===== src/common/dsl_map.vh =====
// Constants for the multiply-accumulate slice: register map, fields, codes.
`ifndef DSL_MAP_VH
`define DSL_MAP_VH

// ----------------------------------------
// Register offsets (byte addresses)
// ----------------------------------------
`define DSL_ADR_CFG     8'h00
`define DSL_ADR_PAT_LO  8'h04
`define DSL_ADR_PAT_HI  8'h08
`define DSL_ADR_MSK_LO  8'h0c
`define DSL_ADR_MSK_HI  8'h10
`define DSL_ADR_RES_LO  8'h14
`define DSL_ADR_RES_HI  8'h18

// ----------------------------------------
// Configuration fields and reset values
// ----------------------------------------
`define DSL_CFG_SIMD     1:0
`define DSL_CFG_XORW     3:2
`define DSL_CFG_PRE      4
`define DSL_CFG_W        5
`define DSL_CFG_RST      5'h00
`define DSL_PAT_RST      48'h0
`define DSL_MSK_RST      48'h0
`define DSL_RES_FLAG_LSB 16

// ----------------------------------------
// SIMD modes and XOR widths
// ----------------------------------------
`define DSL_SIMD_ONE48  2'h0
`define DSL_SIMD_TWO24  2'h1
`define DSL_SIMD_FOUR12 2'h2
`define DSL_LANE_W      12
`define DSL_LANES       4
`define DSL_TWO24_CUT   2
`define DSL_XGRPS       8
`define DSL_XOR_12      2'h0
`define DSL_XOR_24      2'h1
`define DSL_XOR_48      2'h2
`define DSL_XOR_96      2'h3

// ----------------------------------------
// Operation codes
// ----------------------------------------
`define DSL_OP_ADD    4'h0
`define DSL_OP_SUB    4'h1
`define DSL_OP_AND    4'h2
`define DSL_OP_OR     4'h3
`define DSL_OP_XOR    4'h4
`define DSL_OP_NAND   4'h5
`define DSL_OP_NOR    4'h6
`define DSL_OP_XNOR   4'h7
`define DSL_OP_ANDN   4'h8
`define DSL_OP_ORN    4'h9
`define DSL_OP_NOTX   4'ha
`define DSL_OP_PASSX  4'hb
`define DSL_OP_CNTUP  4'hc
`define DSL_OP_CNTDN  4'hd

`endif


===== src/rtl/dsl_slice.v =====
// Multiply-accumulate slice with SIMD adder, logic unit, XOR reducer and pattern detector.
// Function
// - Signed 27 by 18 multiply giving the full signed product.
// - 48-bit accumulator adds the new result to its previous value when enabled.
// - Run-time bypass feeds two 48-bit operands to the arithmetic unit instead.
// - SIMD adder splits into two 24-bit or four 12-bit lanes without crossing carries.
// - Logic unit computes one of ten bitwise functions chosen by operation select.
// - Pre-adder sums two inputs ahead of the multiplier for symmetric filters.
// - XOR reduction over 96 bits in 12, 24, 48 or 96 bit groups.
// - 48-bit pattern detector compares the result against a masked pattern.
// - Pattern detector with logic unit output evaluates a 96-bit-wide logic function.
// - Accumulator counts up or down by a supplied step each enabled cycle.
`include "dsl_map.vh"
`default_nettype none

module dsl_slice (
  input  wire        clk,
  input  wire        srst,
  // Wishbone classic slave
  input  wire        wb_cyc_i,
  input  wire        wb_stb_i,
  input  wire        wb_we_i,
  input  wire [7:0]  wb_adr_i,
  input  wire [3:0]  wb_sel_i,
  input  wire [31:0] wb_dat_i,
  output reg  [31:0] wb_dat_o,
  output reg         wb_ack_o,
  // Fabric operand side
  input  wire        ce,
  input  wire [3:0]  op_sel,
  input  wire        use_mult,
  input  wire        acc_sel,
  input  wire [26:0] pre_a,
  input  wire [26:0] pre_d,
  input  wire [17:0] mul_b,
  input  wire [47:0] opnd_ab,
  input  wire [47:0] opnd_c,
  output reg  [47:0] result_ff,
  output reg         result_vld_ff,
  output reg         pat_det_ff,
  output reg         pat_bdet_ff,
  output reg  [7:0]  xor_out_ff
);

  // ----------------------------------------
  // Configuration registers
  // ----------------------------------------
  reg  [`DSL_CFG_W-1:0] cfg_ff;
  reg  [47:0]           pat_ff;
  reg  [47:0]           msk_ff;
  wire                  wb_req = wb_cyc_i & wb_stb_i & ~wb_ack_o;
  // Writes land at the edge that completes the cycle, where the master samples ack high.
  wire                  wb_wr  = wb_cyc_i & wb_stb_i & wb_we_i & wb_ack_o;
  reg  [31:0]           nxt_rdat;

  function [31:0] merge;
    input [31:0] old;
    input [31:0] neu;
    input [3:0]  sel;
    integer      k;
    begin
      for (k = 0; k < 4; k = k + 1) begin
        merge[k*8 +: 8] = sel[k] ? neu[k*8 +: 8] : old[k*8 +: 8];
      end
    end
  endfunction

  // ----------------------------------------
  // Byte-lane write merge
  // ----------------------------------------
  // Upper words are narrower than the bus; their spare lanes are merged and then dropped.
  wire [31:0]           cfg_wrd = merge({27'h0, cfg_ff}, wb_dat_i, wb_sel_i);
  wire [31:0]           pat_wrd = merge({16'h0, pat_ff[47:32]}, wb_dat_i, wb_sel_i);
  wire [31:0]           msk_wrd = merge({16'h0, msk_ff[47:32]}, wb_dat_i, wb_sel_i);

  always @(posedge clk) begin
    if (srst) begin
      cfg_ff   <= `DSL_CFG_RST;
      pat_ff   <= `DSL_PAT_RST;
      msk_ff   <= `DSL_MSK_RST;
      wb_ack_o <= 1'b0;
      wb_dat_o <= 32'h0;
    end else begin
      // Ack one cycle after the request and drop it the next, so one request is one access.
      wb_ack_o <= wb_req;
      wb_dat_o <= wb_req ? nxt_rdat : 32'h0;
      if (wb_wr) begin
        case (wb_adr_i)
          `DSL_ADR_CFG: begin
            cfg_ff <= cfg_wrd[`DSL_CFG_W-1:0];
          end
          `DSL_ADR_PAT_LO: begin
            pat_ff[31:0] <= merge(pat_ff[31:0], wb_dat_i, wb_sel_i);
          end
          `DSL_ADR_PAT_HI: begin
            pat_ff[47:32] <= pat_wrd[15:0];
          end
          `DSL_ADR_MSK_LO: begin
            msk_ff[31:0] <= merge(msk_ff[31:0], wb_dat_i, wb_sel_i);
          end
          `DSL_ADR_MSK_HI: begin
            msk_ff[47:32] <= msk_wrd[15:0];
          end
          default: begin
            cfg_ff <= cfg_ff;
          end
        endcase
      end
    end
  end

  // Unmapped and read-only addresses still ack; unmapped reads return zero.
  always @* begin
    case (wb_adr_i)
      `DSL_ADR_CFG:    nxt_rdat = {27'h0, cfg_ff};
      `DSL_ADR_PAT_LO: nxt_rdat = pat_ff[31:0];
      `DSL_ADR_PAT_HI: nxt_rdat = {16'h0, pat_ff[47:32]};
      `DSL_ADR_MSK_LO: nxt_rdat = msk_ff[31:0];
      `DSL_ADR_MSK_HI: nxt_rdat = {16'h0, msk_ff[47:32]};
      `DSL_ADR_RES_LO: nxt_rdat = result_ff[31:0];
      `DSL_ADR_RES_HI: nxt_rdat = {14'h0, pat_bdet_ff, pat_det_ff, result_ff[47:32]};
      default:         nxt_rdat = 32'h0;
    endcase
  end

  // ----------------------------------------
  // Configuration fields
  // ----------------------------------------
  // SIMD code three is not a mode of its own; the adder then runs as one 48-bit lane.
  wire [1:0]            simd_mode = cfg_ff[`DSL_CFG_SIMD];
  wire [1:0]            xor_width = cfg_ff[`DSL_CFG_XORW];
  wire                  pre_on    = cfg_ff[`DSL_CFG_PRE];

  // ----------------------------------------
  // Input pipeline stage
  // ----------------------------------------
  reg  [26:0] a_ff;
  reg  [26:0] d_ff;
  reg  [17:0] b_ff;
  reg  [47:0] ab_ff;
  reg  [47:0] c_ff;
  reg  [3:0]  op_ff;
  reg         mult_ff;
  reg         accs_ff;
  reg         vld_ff;

  always @(posedge clk) begin
    if (srst) begin
      a_ff    <= 27'h0;
      d_ff    <= 27'h0;
      b_ff    <= 18'h0;
      ab_ff   <= 48'h0;
      c_ff    <= 48'h0;
      op_ff   <= `DSL_OP_ADD;
      mult_ff <= 1'b0;
      accs_ff <= 1'b0;
      vld_ff  <= 1'b0;
    end else begin
      vld_ff <= ce;
      // Operands and select are captured together, relying on the fabric to align them.
      if (ce) begin
        a_ff    <= pre_a;
        d_ff    <= pre_d;
        b_ff    <= mul_b;
        ab_ff   <= opnd_ab;
        c_ff    <= opnd_c;
        op_ff   <= op_sel;
        mult_ff <= use_mult;
        accs_ff <= acc_sel;
      end
    end
  end

  // ----------------------------------------
  // Pre-adder and multiplier
  // ----------------------------------------
  // The pre-adder wraps at 27 bits; callers keep the sum in range.
  wire signed [26:0] pre_sum = pre_on ? $signed(a_ff + d_ff)
                                      : $signed(a_ff);
  wire signed [44:0] prod    = pre_sum * $signed(b_ff);
  wire        [47:0] prod_x  = {{3{prod[44]}}, prod};

  // ----------------------------------------
  // Operand selection
  // ----------------------------------------
  wire        is_cnt = (op_ff == `DSL_OP_CNTUP) | (op_ff == `DSL_OP_CNTDN);
  wire        is_sub = (op_ff == `DSL_OP_SUB) | (op_ff == `DSL_OP_CNTDN);
  wire [47:0] x_opnd = is_cnt ? c_ff : (mult_ff ? prod_x : ab_ff);
  wire [47:0] y_opnd = (is_cnt | accs_ff) ? result_ff : c_ff;

  // ----------------------------------------
  // SIMD adder
  // ----------------------------------------
  wire [47:0]         sum;
  wire [47:0]         xb = is_sub ? ~x_opnd : x_opnd;
  wire [`DSL_LANES:0] lane_cy;
  genvar              li;

  // Subtract is y plus inverted x with carry-in one at every lane start.
  // The top lane's carry out falls off the end, as in any 48-bit add.
  assign lane_cy[0] = is_sub;

  generate
    for (li = 0; li < `DSL_LANES; li = li + 1) begin : g_lane
      wire        cut;
      wire        cin;
      wire [12:0] lane;
      assign cut  = ((li == `DSL_TWO24_CUT) && (simd_mode == `DSL_SIMD_TWO24)) ||
                    ((li != 0) && (simd_mode == `DSL_SIMD_FOUR12));
      assign cin  = cut ? is_sub : lane_cy[li];
      assign lane = {1'b0, y_opnd[li*`DSL_LANE_W +: `DSL_LANE_W]} +
                    {1'b0, xb[li*`DSL_LANE_W +: `DSL_LANE_W]} + {12'h0, cin};
      assign sum[li*`DSL_LANE_W +: `DSL_LANE_W] = lane[`DSL_LANE_W-1:0];
      assign lane_cy[li+1] = lane[`DSL_LANE_W];
    end
  endgenerate

  // ----------------------------------------
  // Logic unit and result select
  // ----------------------------------------
  // Codes past the ten logic functions fall through to the adder, so spare codes add.
  reg [47:0] alu_z;

  always @* begin
    case (op_ff)
      `DSL_OP_AND:   alu_z = x_opnd & y_opnd;
      `DSL_OP_OR:    alu_z = x_opnd | y_opnd;
      `DSL_OP_XOR:   alu_z = x_opnd ^ y_opnd;
      `DSL_OP_NAND:  alu_z = ~(x_opnd & y_opnd);
      `DSL_OP_NOR:   alu_z = ~(x_opnd | y_opnd);
      `DSL_OP_XNOR:  alu_z = ~(x_opnd ^ y_opnd);
      `DSL_OP_ANDN:  alu_z = x_opnd & ~y_opnd;
      `DSL_OP_ORN:   alu_z = x_opnd | ~y_opnd;
      `DSL_OP_NOTX:  alu_z = ~x_opnd;
      `DSL_OP_PASSX: alu_z = x_opnd;
      default:       alu_z = sum;
    endcase
  end

  // ----------------------------------------
  // Pattern detector
  // ----------------------------------------
  // Masked bits are ignored; the complement match lets rounding logic see both edges.
  // Checking a logic result for all ones or zeros extends that function to a second word.
  wire [47:0] pd_diff = (alu_z ^ pat_ff) & ~msk_ff;
  wire [47:0] pd_bdif = (alu_z ^ ~pat_ff) & ~msk_ff;

  // ----------------------------------------
  // XOR reducer
  // ----------------------------------------
  wire [95:0] xin = {ab_ff, c_ff};
  wire [7:0]  grp;
  reg  [7:0]  xo;
  genvar      gi;

  // Each group is a plain parity tree; wider widths fold group parities, not raw bits.
  generate
    for (gi = 0; gi < `DSL_XGRPS; gi = gi + 1) begin : g_grp
      assign grp[gi] = ^xin[gi*`DSL_LANE_W +: `DSL_LANE_W];
    end
  endgenerate

  always @* begin
    case (xor_width)
      `DSL_XOR_12: xo = grp;
      `DSL_XOR_24: xo = {4'h0,
                         grp[7] ^ grp[6],
                         grp[5] ^ grp[4],
                         grp[3] ^ grp[2],
                         grp[1] ^ grp[0]};
      `DSL_XOR_48: xo = {6'h0, ^grp[7:4], ^grp[3:0]};
      `DSL_XOR_96: xo = {7'h0, ^grp};
      default:     xo = 8'h0;
    endcase
  end

  // ----------------------------------------
  // Result stage
  // ----------------------------------------
  always @(posedge clk) begin
    if (srst) begin
      result_ff     <= 48'h0;
      result_vld_ff <= 1'b0;
      pat_det_ff    <= 1'b0;
      pat_bdet_ff   <= 1'b0;
      xor_out_ff    <= 8'h0;
    end else begin
      // Result, flags and XOR outputs only move on a captured operation, so a stalled fabric sees a steady result.
      result_vld_ff <= vld_ff;
      if (vld_ff) begin
        result_ff   <= alu_z;
        pat_det_ff  <= ~|pd_diff;
        pat_bdet_ff <= ~|pd_bdif;
        xor_out_ff  <= xo;
      end
    end
  end

endmodule // dsl_slice

`default_nettype wire


===== config.mk =====
export PLATFORM = sky130hd
export DESIGN_NAME = dsl_slice
export DESIGN_NICKNAME = d
export VERILOG_FILES = /design/src/rtl/dsl_slice.v
export VERILOG_INCLUDE_DIRS = /design/src /design/src/common
export SDC_FILE = /design/constraint.sdc
export NUM_CORES = 2
export LEC_CHECK = 0
export BUFFER_PORTS_ARGS = -buffer_cell sky130_fd_sc_hd__buf_2
export CAP_MARGIN = 5
export CORE_ASPECT_RATIO = 0.75
export CORE_MARGIN = 2
export CORE_UTILIZATION = 35
export CTS_CLUSTER_DIAMETER = 120
export DETAILED_ROUTE_END_ITERATION = 8
export PLACE_DENSITY = 0.53
export RECOVER_POWER = 50
export REMOVE_ABC_BUFFERS = 1
export SETUP_SLACK_MARGIN = 0.05
export SLEW_MARGIN = 40
export SYNTH_ARGS = -nofsm -noshare
export SYNTH_HDL_FRONTEND = slang
export SYNTH_SLANG_ARGS = --single-unit

===== constraint.sdc =====
create_clock -name clk -period 32.5 [get_ports clk]
set_input_delay 0 -clock clk [delete_from_list [all_inputs] [get_ports clk]]
set_output_delay 0 -clock clk [all_outputs]
set_load 0.1 [all_outputs]

Yosys cells after proc, flatten, opt, wreduce, memory -nomap -nowiden

Index checks and enable logic that the tools add are counted.

Add/sub/neg operators: 9
$mul: 1
Equal/unequal tests: 24
Multiplexer cells: 11
Bitwise logic cells: 29
Reduce and logical (&&, ||, !) cells: 32

Operator list:

| kind                 | number |
|---|---|
| $pmux W48 S10        | 1 |
| $not A48 Y48         | 7 |
| $pmux W32 S7         | 1 |
| $and A48 B48 Y48     | 4 |
| $mux W48             | 4 |
| $xor A48 B48 Y48     | 3 |
| $or A48 B48 Y48      | 2 |
| $reduce_or A48 Y1    | 2 |
| $reduce_xor A12 Y1   | 8 |
| $mul A27 B18 Y45     | 1 |
| $add A12 B12 Y13     | 3 |
| $add A13 B1 Y13      | 3 |
| $reduce_and A3 Y1    | 13 |
| $pmux W8 S4          | 1 |
| $add A27 B27 Y27     | 1 |
| $mux W27             | 1 |
| $eq A4 B4 Y1 const B | 6 |
| $eq A8 B5 Y1 const B | 3 |
| $eq A4 B3 Y1 const B | 4 |
| $eq A8 B4 Y1 const B | 2 |
| $add A12 B1 Y12      | 1 |
| $add A12 B12 Y12     | 1 |
| $eq A4 B2 Y1 const B | 2 |
| $eq A8 B3 Y1 const B | 1 |
| other kinds (15)     | 31 |

Register bits: 368
Word-level logic and storage cells: 135

Logic depth before layout (Yosys ltp)

Depth in word-level cells: 20
Mapped depth: 70
Gate-level depth less buffers: 69

Least setup slack after synthesis

OpenSTA, ideal clock, no wires.

Path kind: register -> register
Start point: register a_ff[0]
End point: register pat_bdet_ff
Data arrival time: 14.510 ns
Required time: 32.413 ns
Setup slack: 17.903 ns
Stages on the path, launching flop included: 67
Path buffers: 2
Path through: dfxtp_1 > ha_1 > fa_1 > a21o_1 > a21o_1 > a21boi_0 > o211ai_1 > or3_1 > a21oi_1 > xnor2_1 > mux2i_1 > clkbuf_1 > nor2b_1 > fa_1 > inv_1 > fa_1 > fa_1 > inv_1 > (+31 left out) > o21ai_0 > a22o_1 > fa_1 > fa_1 > nand2b_1 > a21oi_1 > o221ai_1 > o21ai_0 > xor2_1 > nor2_1 > mux2_2 > nor2_1 > a311oi_1 > o311ai_0 > a2111oi_0 > o2111ai_1 > or4_1 > o31ai_1

Cells in the longest elaborated chain, start to end: 20
Elaborated cells on any way between the ends: 31
Classes of those cells: 9 x add/sub; 1 x mul; 8 x mux; 11 x bitwise; 2 x reduce/logical

Ends and longest elaborated chain:

| element                    | line                             | text |
|---|---|---|
| from (decl)                | dsl_slice.v:137                  | `reg [26:0] a_ff;` |
| from (signal assigned)     | dsl_slice.v:162                  | `a_ff <= pre_a;` |
| $add A27 B27 Y27           | dsl_slice.v:178                  | `wire signed [26:0] pre_sum = pre_on ? $signed(a_ff + d_ff)` |
| $mux W27 (*)               | dsl_slice.v:178                  |  |
| $mul A27 B18 Y45 (*)       | dsl_slice.v:180                  | `wire signed [44:0] prod = pre_sum * $signed(b_ff);` |
| $mux W48 (*) (2 in series) | dsl_slice.v:188                  | `wire [47:0] x_opnd = is_cnt ? c_ff : (mult_ff ? prod_x : ab_ff);` |
| $not A48 Y48               | dsl_slice.v:195, dsl_slice.v:234 |  |
| $mux W48                   | dsl_slice.v:195                  | `wire [47:0] xb = is_sub ? ~x_opnd : x_opnd;` |
| $add A12 B12 Y13           | dsl_slice.v:211                  | `` assign lane = {1'b0, y_opnd[li*`DSL_LANE_W +: `DSL_LANE_W]} + `` |
| $add A13 B1 Y13            | dsl_slice.v:211                  |  |
| (+3 left out)              | n/a                              |  |
| $add A13 B1 Y13            | dsl_slice.v:211                  |  |
| $mux W1                    | dsl_slice.v:210                  | `assign cin = cut ? is_sub : lane_cy[li];` |
| $add A12 B1 Y12            | dsl_slice.v:211                  |  |
| $pmux W48 S10 (*)          | dsl_slice.v:225                  | `case (op_ff)` |
| $xor A48 B48 Y48 (*)       | dsl_slice.v:246                  | `wire [47:0] pd_bdif = (alu_z ^ ~pat_ff) & ~msk_ff;` |
| $and A48 B48 Y48 (*)       | dsl_slice.v:246                  |  |
| $reduce_or A48 Y1 (*)      | dsl_slice.v:293                  | `pat_bdet_ff <= ~\|pd_bdif;` |
| $logic_not A1 Y1 (*)       | dsl_slice.v:293                  |  |
| to (signal assigned)       | dsl_slice.v:293                  |  |
| to (decl)                  | dsl_slice.v:41                   | `output reg pat_bdet_ff,` |

Every way passes the cells marked *; elsewhere a longest branch is shown, timed or not.
A chain may end at the register's enable or synchronous reset.

Worst setup path after layout

Ends and elaborated chain as after synthesis.

==> qor.txt <==
synth warn = 0
top cells by area, synth = fa_1 21%, dfxtp_1 16%, ha_1 10%
PD cells = 38.92 mW/mm^2
met2 WL = 78730 um
CP required = 33.07 ns
DRT iter0 DRCs = 4432
Die ar. = 0.1368 sq mm
dominant synthesized flop cell = dfxtp_1
core area = 0.1331 sq mm
CTS Sinks = 368
post-CTS setup buffer count = 0
met3 WL = 18730 um
initial antenna violation count = 7
post-route setup slack = 15.10 ns
first-pass GRT wire length = 283600 um
Worst Path Arrival = 17.98 ns
Power Total = 0.002130 W
top-count cell post-synth = inv_1
clk buf depth = 3
CTS tree = yes
antenna viol nets, final = 0
Hold WC Path Type = in -> reg
skew final = 0.03977 ns
maxcap violations = 5
Worst setup SP type = flop
area leader, netlist = fa_1
area delta synth->final = 16.81%
CP most frequent cell = fa_1
Leak = 23.38 nW
synthesis-stage register bit count = 368
Synth Area per Inst = 8.418 sq um
CTS Buf Count = 47
Rel. slew slack = -1.534
TNS Setup = 0 ns
synthesized instance count = 5565
DR vias = 42810
failing checks = max-capacitance violations, max-slew violations
layout cell share with drive strength beyond 1 = 0.09440
H-tree depth = 2
Post-DP HPWL = 149900 um
Seq/Total Area, Yosys = 0.1573
Critical Setup Path Class = reg -> reg
FMAX = 57.46 MHz
highest metal used = met5
final worst path period share = 0.5355
Overflow after GRT = 0
final worst path period need = 17.40 ns
Die Height = 320.8 um
pre-CTS setup slack = 15.20 ns
clk_lat worst skew = 0.66 ns
final weighted congestion of routability-driven global placement = 0.9982
Post-route DRC = 0
Final Slew Violations = 211
Clk pin slew, worst setup/hold paths = 0.07 ns
CTS root buf = clkbuf_16
vias in the first global route = 42050
row cnt = 116
CP max-delay cell = o31ai_1
routed len/inst = 24.48 um
Hold Fails Final Rpt = 0
Post-synth top cells = 604 x inv_1, 584 x nor2_1, 490 x nand2_1
fraction of registers with async set/reset = 0
Setup violations, final = 0
number of port buffers = 315
nets = 7078
status = finished, violations left
worst-path fanout max = 18
Initial Util = 0.3520
largest net degree at the start of global routing = 81
PostCTS Resize Cnt = 0
Post-Syn Area = 0.04685 sq mm
Via density = 5.482
Critical Path Sink Type = flop
met1 wire length = 88050 um
worst-margin pin slew = 3.800 ns
post-synth cell types = 102
Routed WL = 191200 um
Die X = 426.4 um
I/O pin cnt = 316
Tot GR Track Use = 0.2773
number of synthesized flops with an enable pin = 0
Initial DRT Pass Iterations = 7
IR drop worst, VDD = 0.04200 mV
RSZ-0062 raised after global routing = false
Synth top area share = 0.2056
crit-path max cell delay = 0.67 ns
## timing repair
| action | in CTS | in global routing |
|---|---|---|
| setup endpoints to repair | 0 | 0 |
| endpoints found under the hold margin | 284 | 0 |
| hold buffers | 287 | 0 |
## where the power goes
part	switching, W	internal [W]	leakage (nW)
clock	0.000245	0.000326	0.801
sequential	0.0000427	0.000471	3.01
combinational	0.000670	0.000375	19.6
## stage by stage
stage                     utilization  cell area, sq um  cells  hold slack [ns]
after floorplan                     -             45560   5245          0.06907
final                          0.4112             54720   7809          0.07940
after global placement         0.3774             50220   7430           0.2329
after detailed placement       0.3783             50340   7433           0.2402
after global routing           0.4111             54720   7808           0.1124
after CTS                      0.4121             54840   7807          0.02717
## worst max-delay path, delay by kind of cell (launching register included)
family                   cells  cell delay, ns
adder cells (fa/ha/maj)     15            5.81
AND/OR/NAND/NOR             14            2.08
AO/OA/AOI/OAI               30            7.36
XOR/XNOR                     3            0.48
buffers and inverters        2            0.08
multiplexers                 3            1.17
flip-flops                   1            0.34
## path summary, 6_finish.rpt
path	from	to	slack (ns)	depth (start not counted)
min	wb_adr_i[1]	wb_dat_o[2]	0.08	5
max	a_ff[0]	pat_bdet_ff	15.10	67
min reg2reg	xor_out_ff[0]	xor_out_ff[0]	0.49	2
max reg2reg	a_ff[0]	pat_bdet_ff	15.10	67
## placed cells by master (no fill, tap or decap), drive strengths merged, types with 13 or more instances in the layout
cell | synthesis | routed
mux2 | 55 | 55
o21ai | 196 | 196
clkbuf | 222 | 155
a22oi | 76 | 76
a2111oi | 15 | 15
o31ai | 15 | 15
a32oi | 13 | 13
and3 | 15 | 15
clkinv | 0 | 15
buf | 98 | 323
o21bai | 14 | 14
nor3b | 13 | 13
a221oi | 32 | 32
o211ai | 38 | 38
nor4 | 15 | 15
dlygate4sd3 | 0 | 287
ha | 373 | 373
and2 | 222 | 222
nor2b | 69 | 69
o22ai | 43 | 43
o21a | 34 | 34
nor3 | 59 | 59
nor2 | 584 | 584
o221ai | 23 | 23
inv | 608 | 615
xnor2 | 211 | 211
xor2 | 60 | 60
or2 | 37 | 37
a21oi | 250 | 250
or3 | 20 | 20
nand2 | 490 | 490
mux2i | 395 | 395
a211oi | 46 | 46
nand3 | 46 | 46
nand4 | 22 | 22
nand2b | 49 | 49
a31oi | 41 | 41
dfxtp | 368 | 368
fa | 481 | 481
a21o | 36 | 36
## final cells by class
cell class	instances	area [sq um]
Antenna cell	1	2.502
Clock buffer	59	1292
Clock inverter	28	334.1
Fill cell	13390	78370
Inverter	608	2282
Multi-Input combinational cell	4269	36110
Sequential cell	368	7385
Tap cell	1770	2215
Timing Repair Buffer	706	5101
## flip-flops by register name (all words and copies together) (netlist names)
| register | count |
|---|---|
| ab_ff | 48 |
| c_ff | 48 |
| msk_ff | 48 |
| pat_ff | 48 |
| result_ff | 48 |
| wb_dat_o | 32 |
| a_ff | 27 |
| d_ff | 27 |
| b_ff | 18 |
| xor_out_ff | 8 |
| cfg_ff | 5 |
| op_ff | 4 |
| accs_ff | 1 |
| mult_ff | 1 |
| pat_bdet_ff | 1 |
| pat_det_ff | 1 |
| result_vld_ff | 1 |
| vld_ff | 1 |
| wb_ack_o | 1 |
## cell families after synthesis
kind of cell	count (synthesis)	synth area share
adder cells (fa/ha/maj)	854	0.3052
buffers and inverters	928	0.07609
multiplexers	450	0.09770
flip-flops	368	0.1573
AO/OA/AOI/OAI	1011	0.1457
AND/OR/NAND/NOR	1683	0.1674
XOR/XNOR	271	0.05067
## routing by layer
layer | vias to the layer above | global-route usage
met1 | 21260 | 0.4082
met4 | 4 | 0.07381
li1 | 19470 | -
met2 | 1827 | 0.4019
met5 | - | 0
met3 | 247 | 0.06449
No activity file was read; power rests on OpenSTA's default activity.
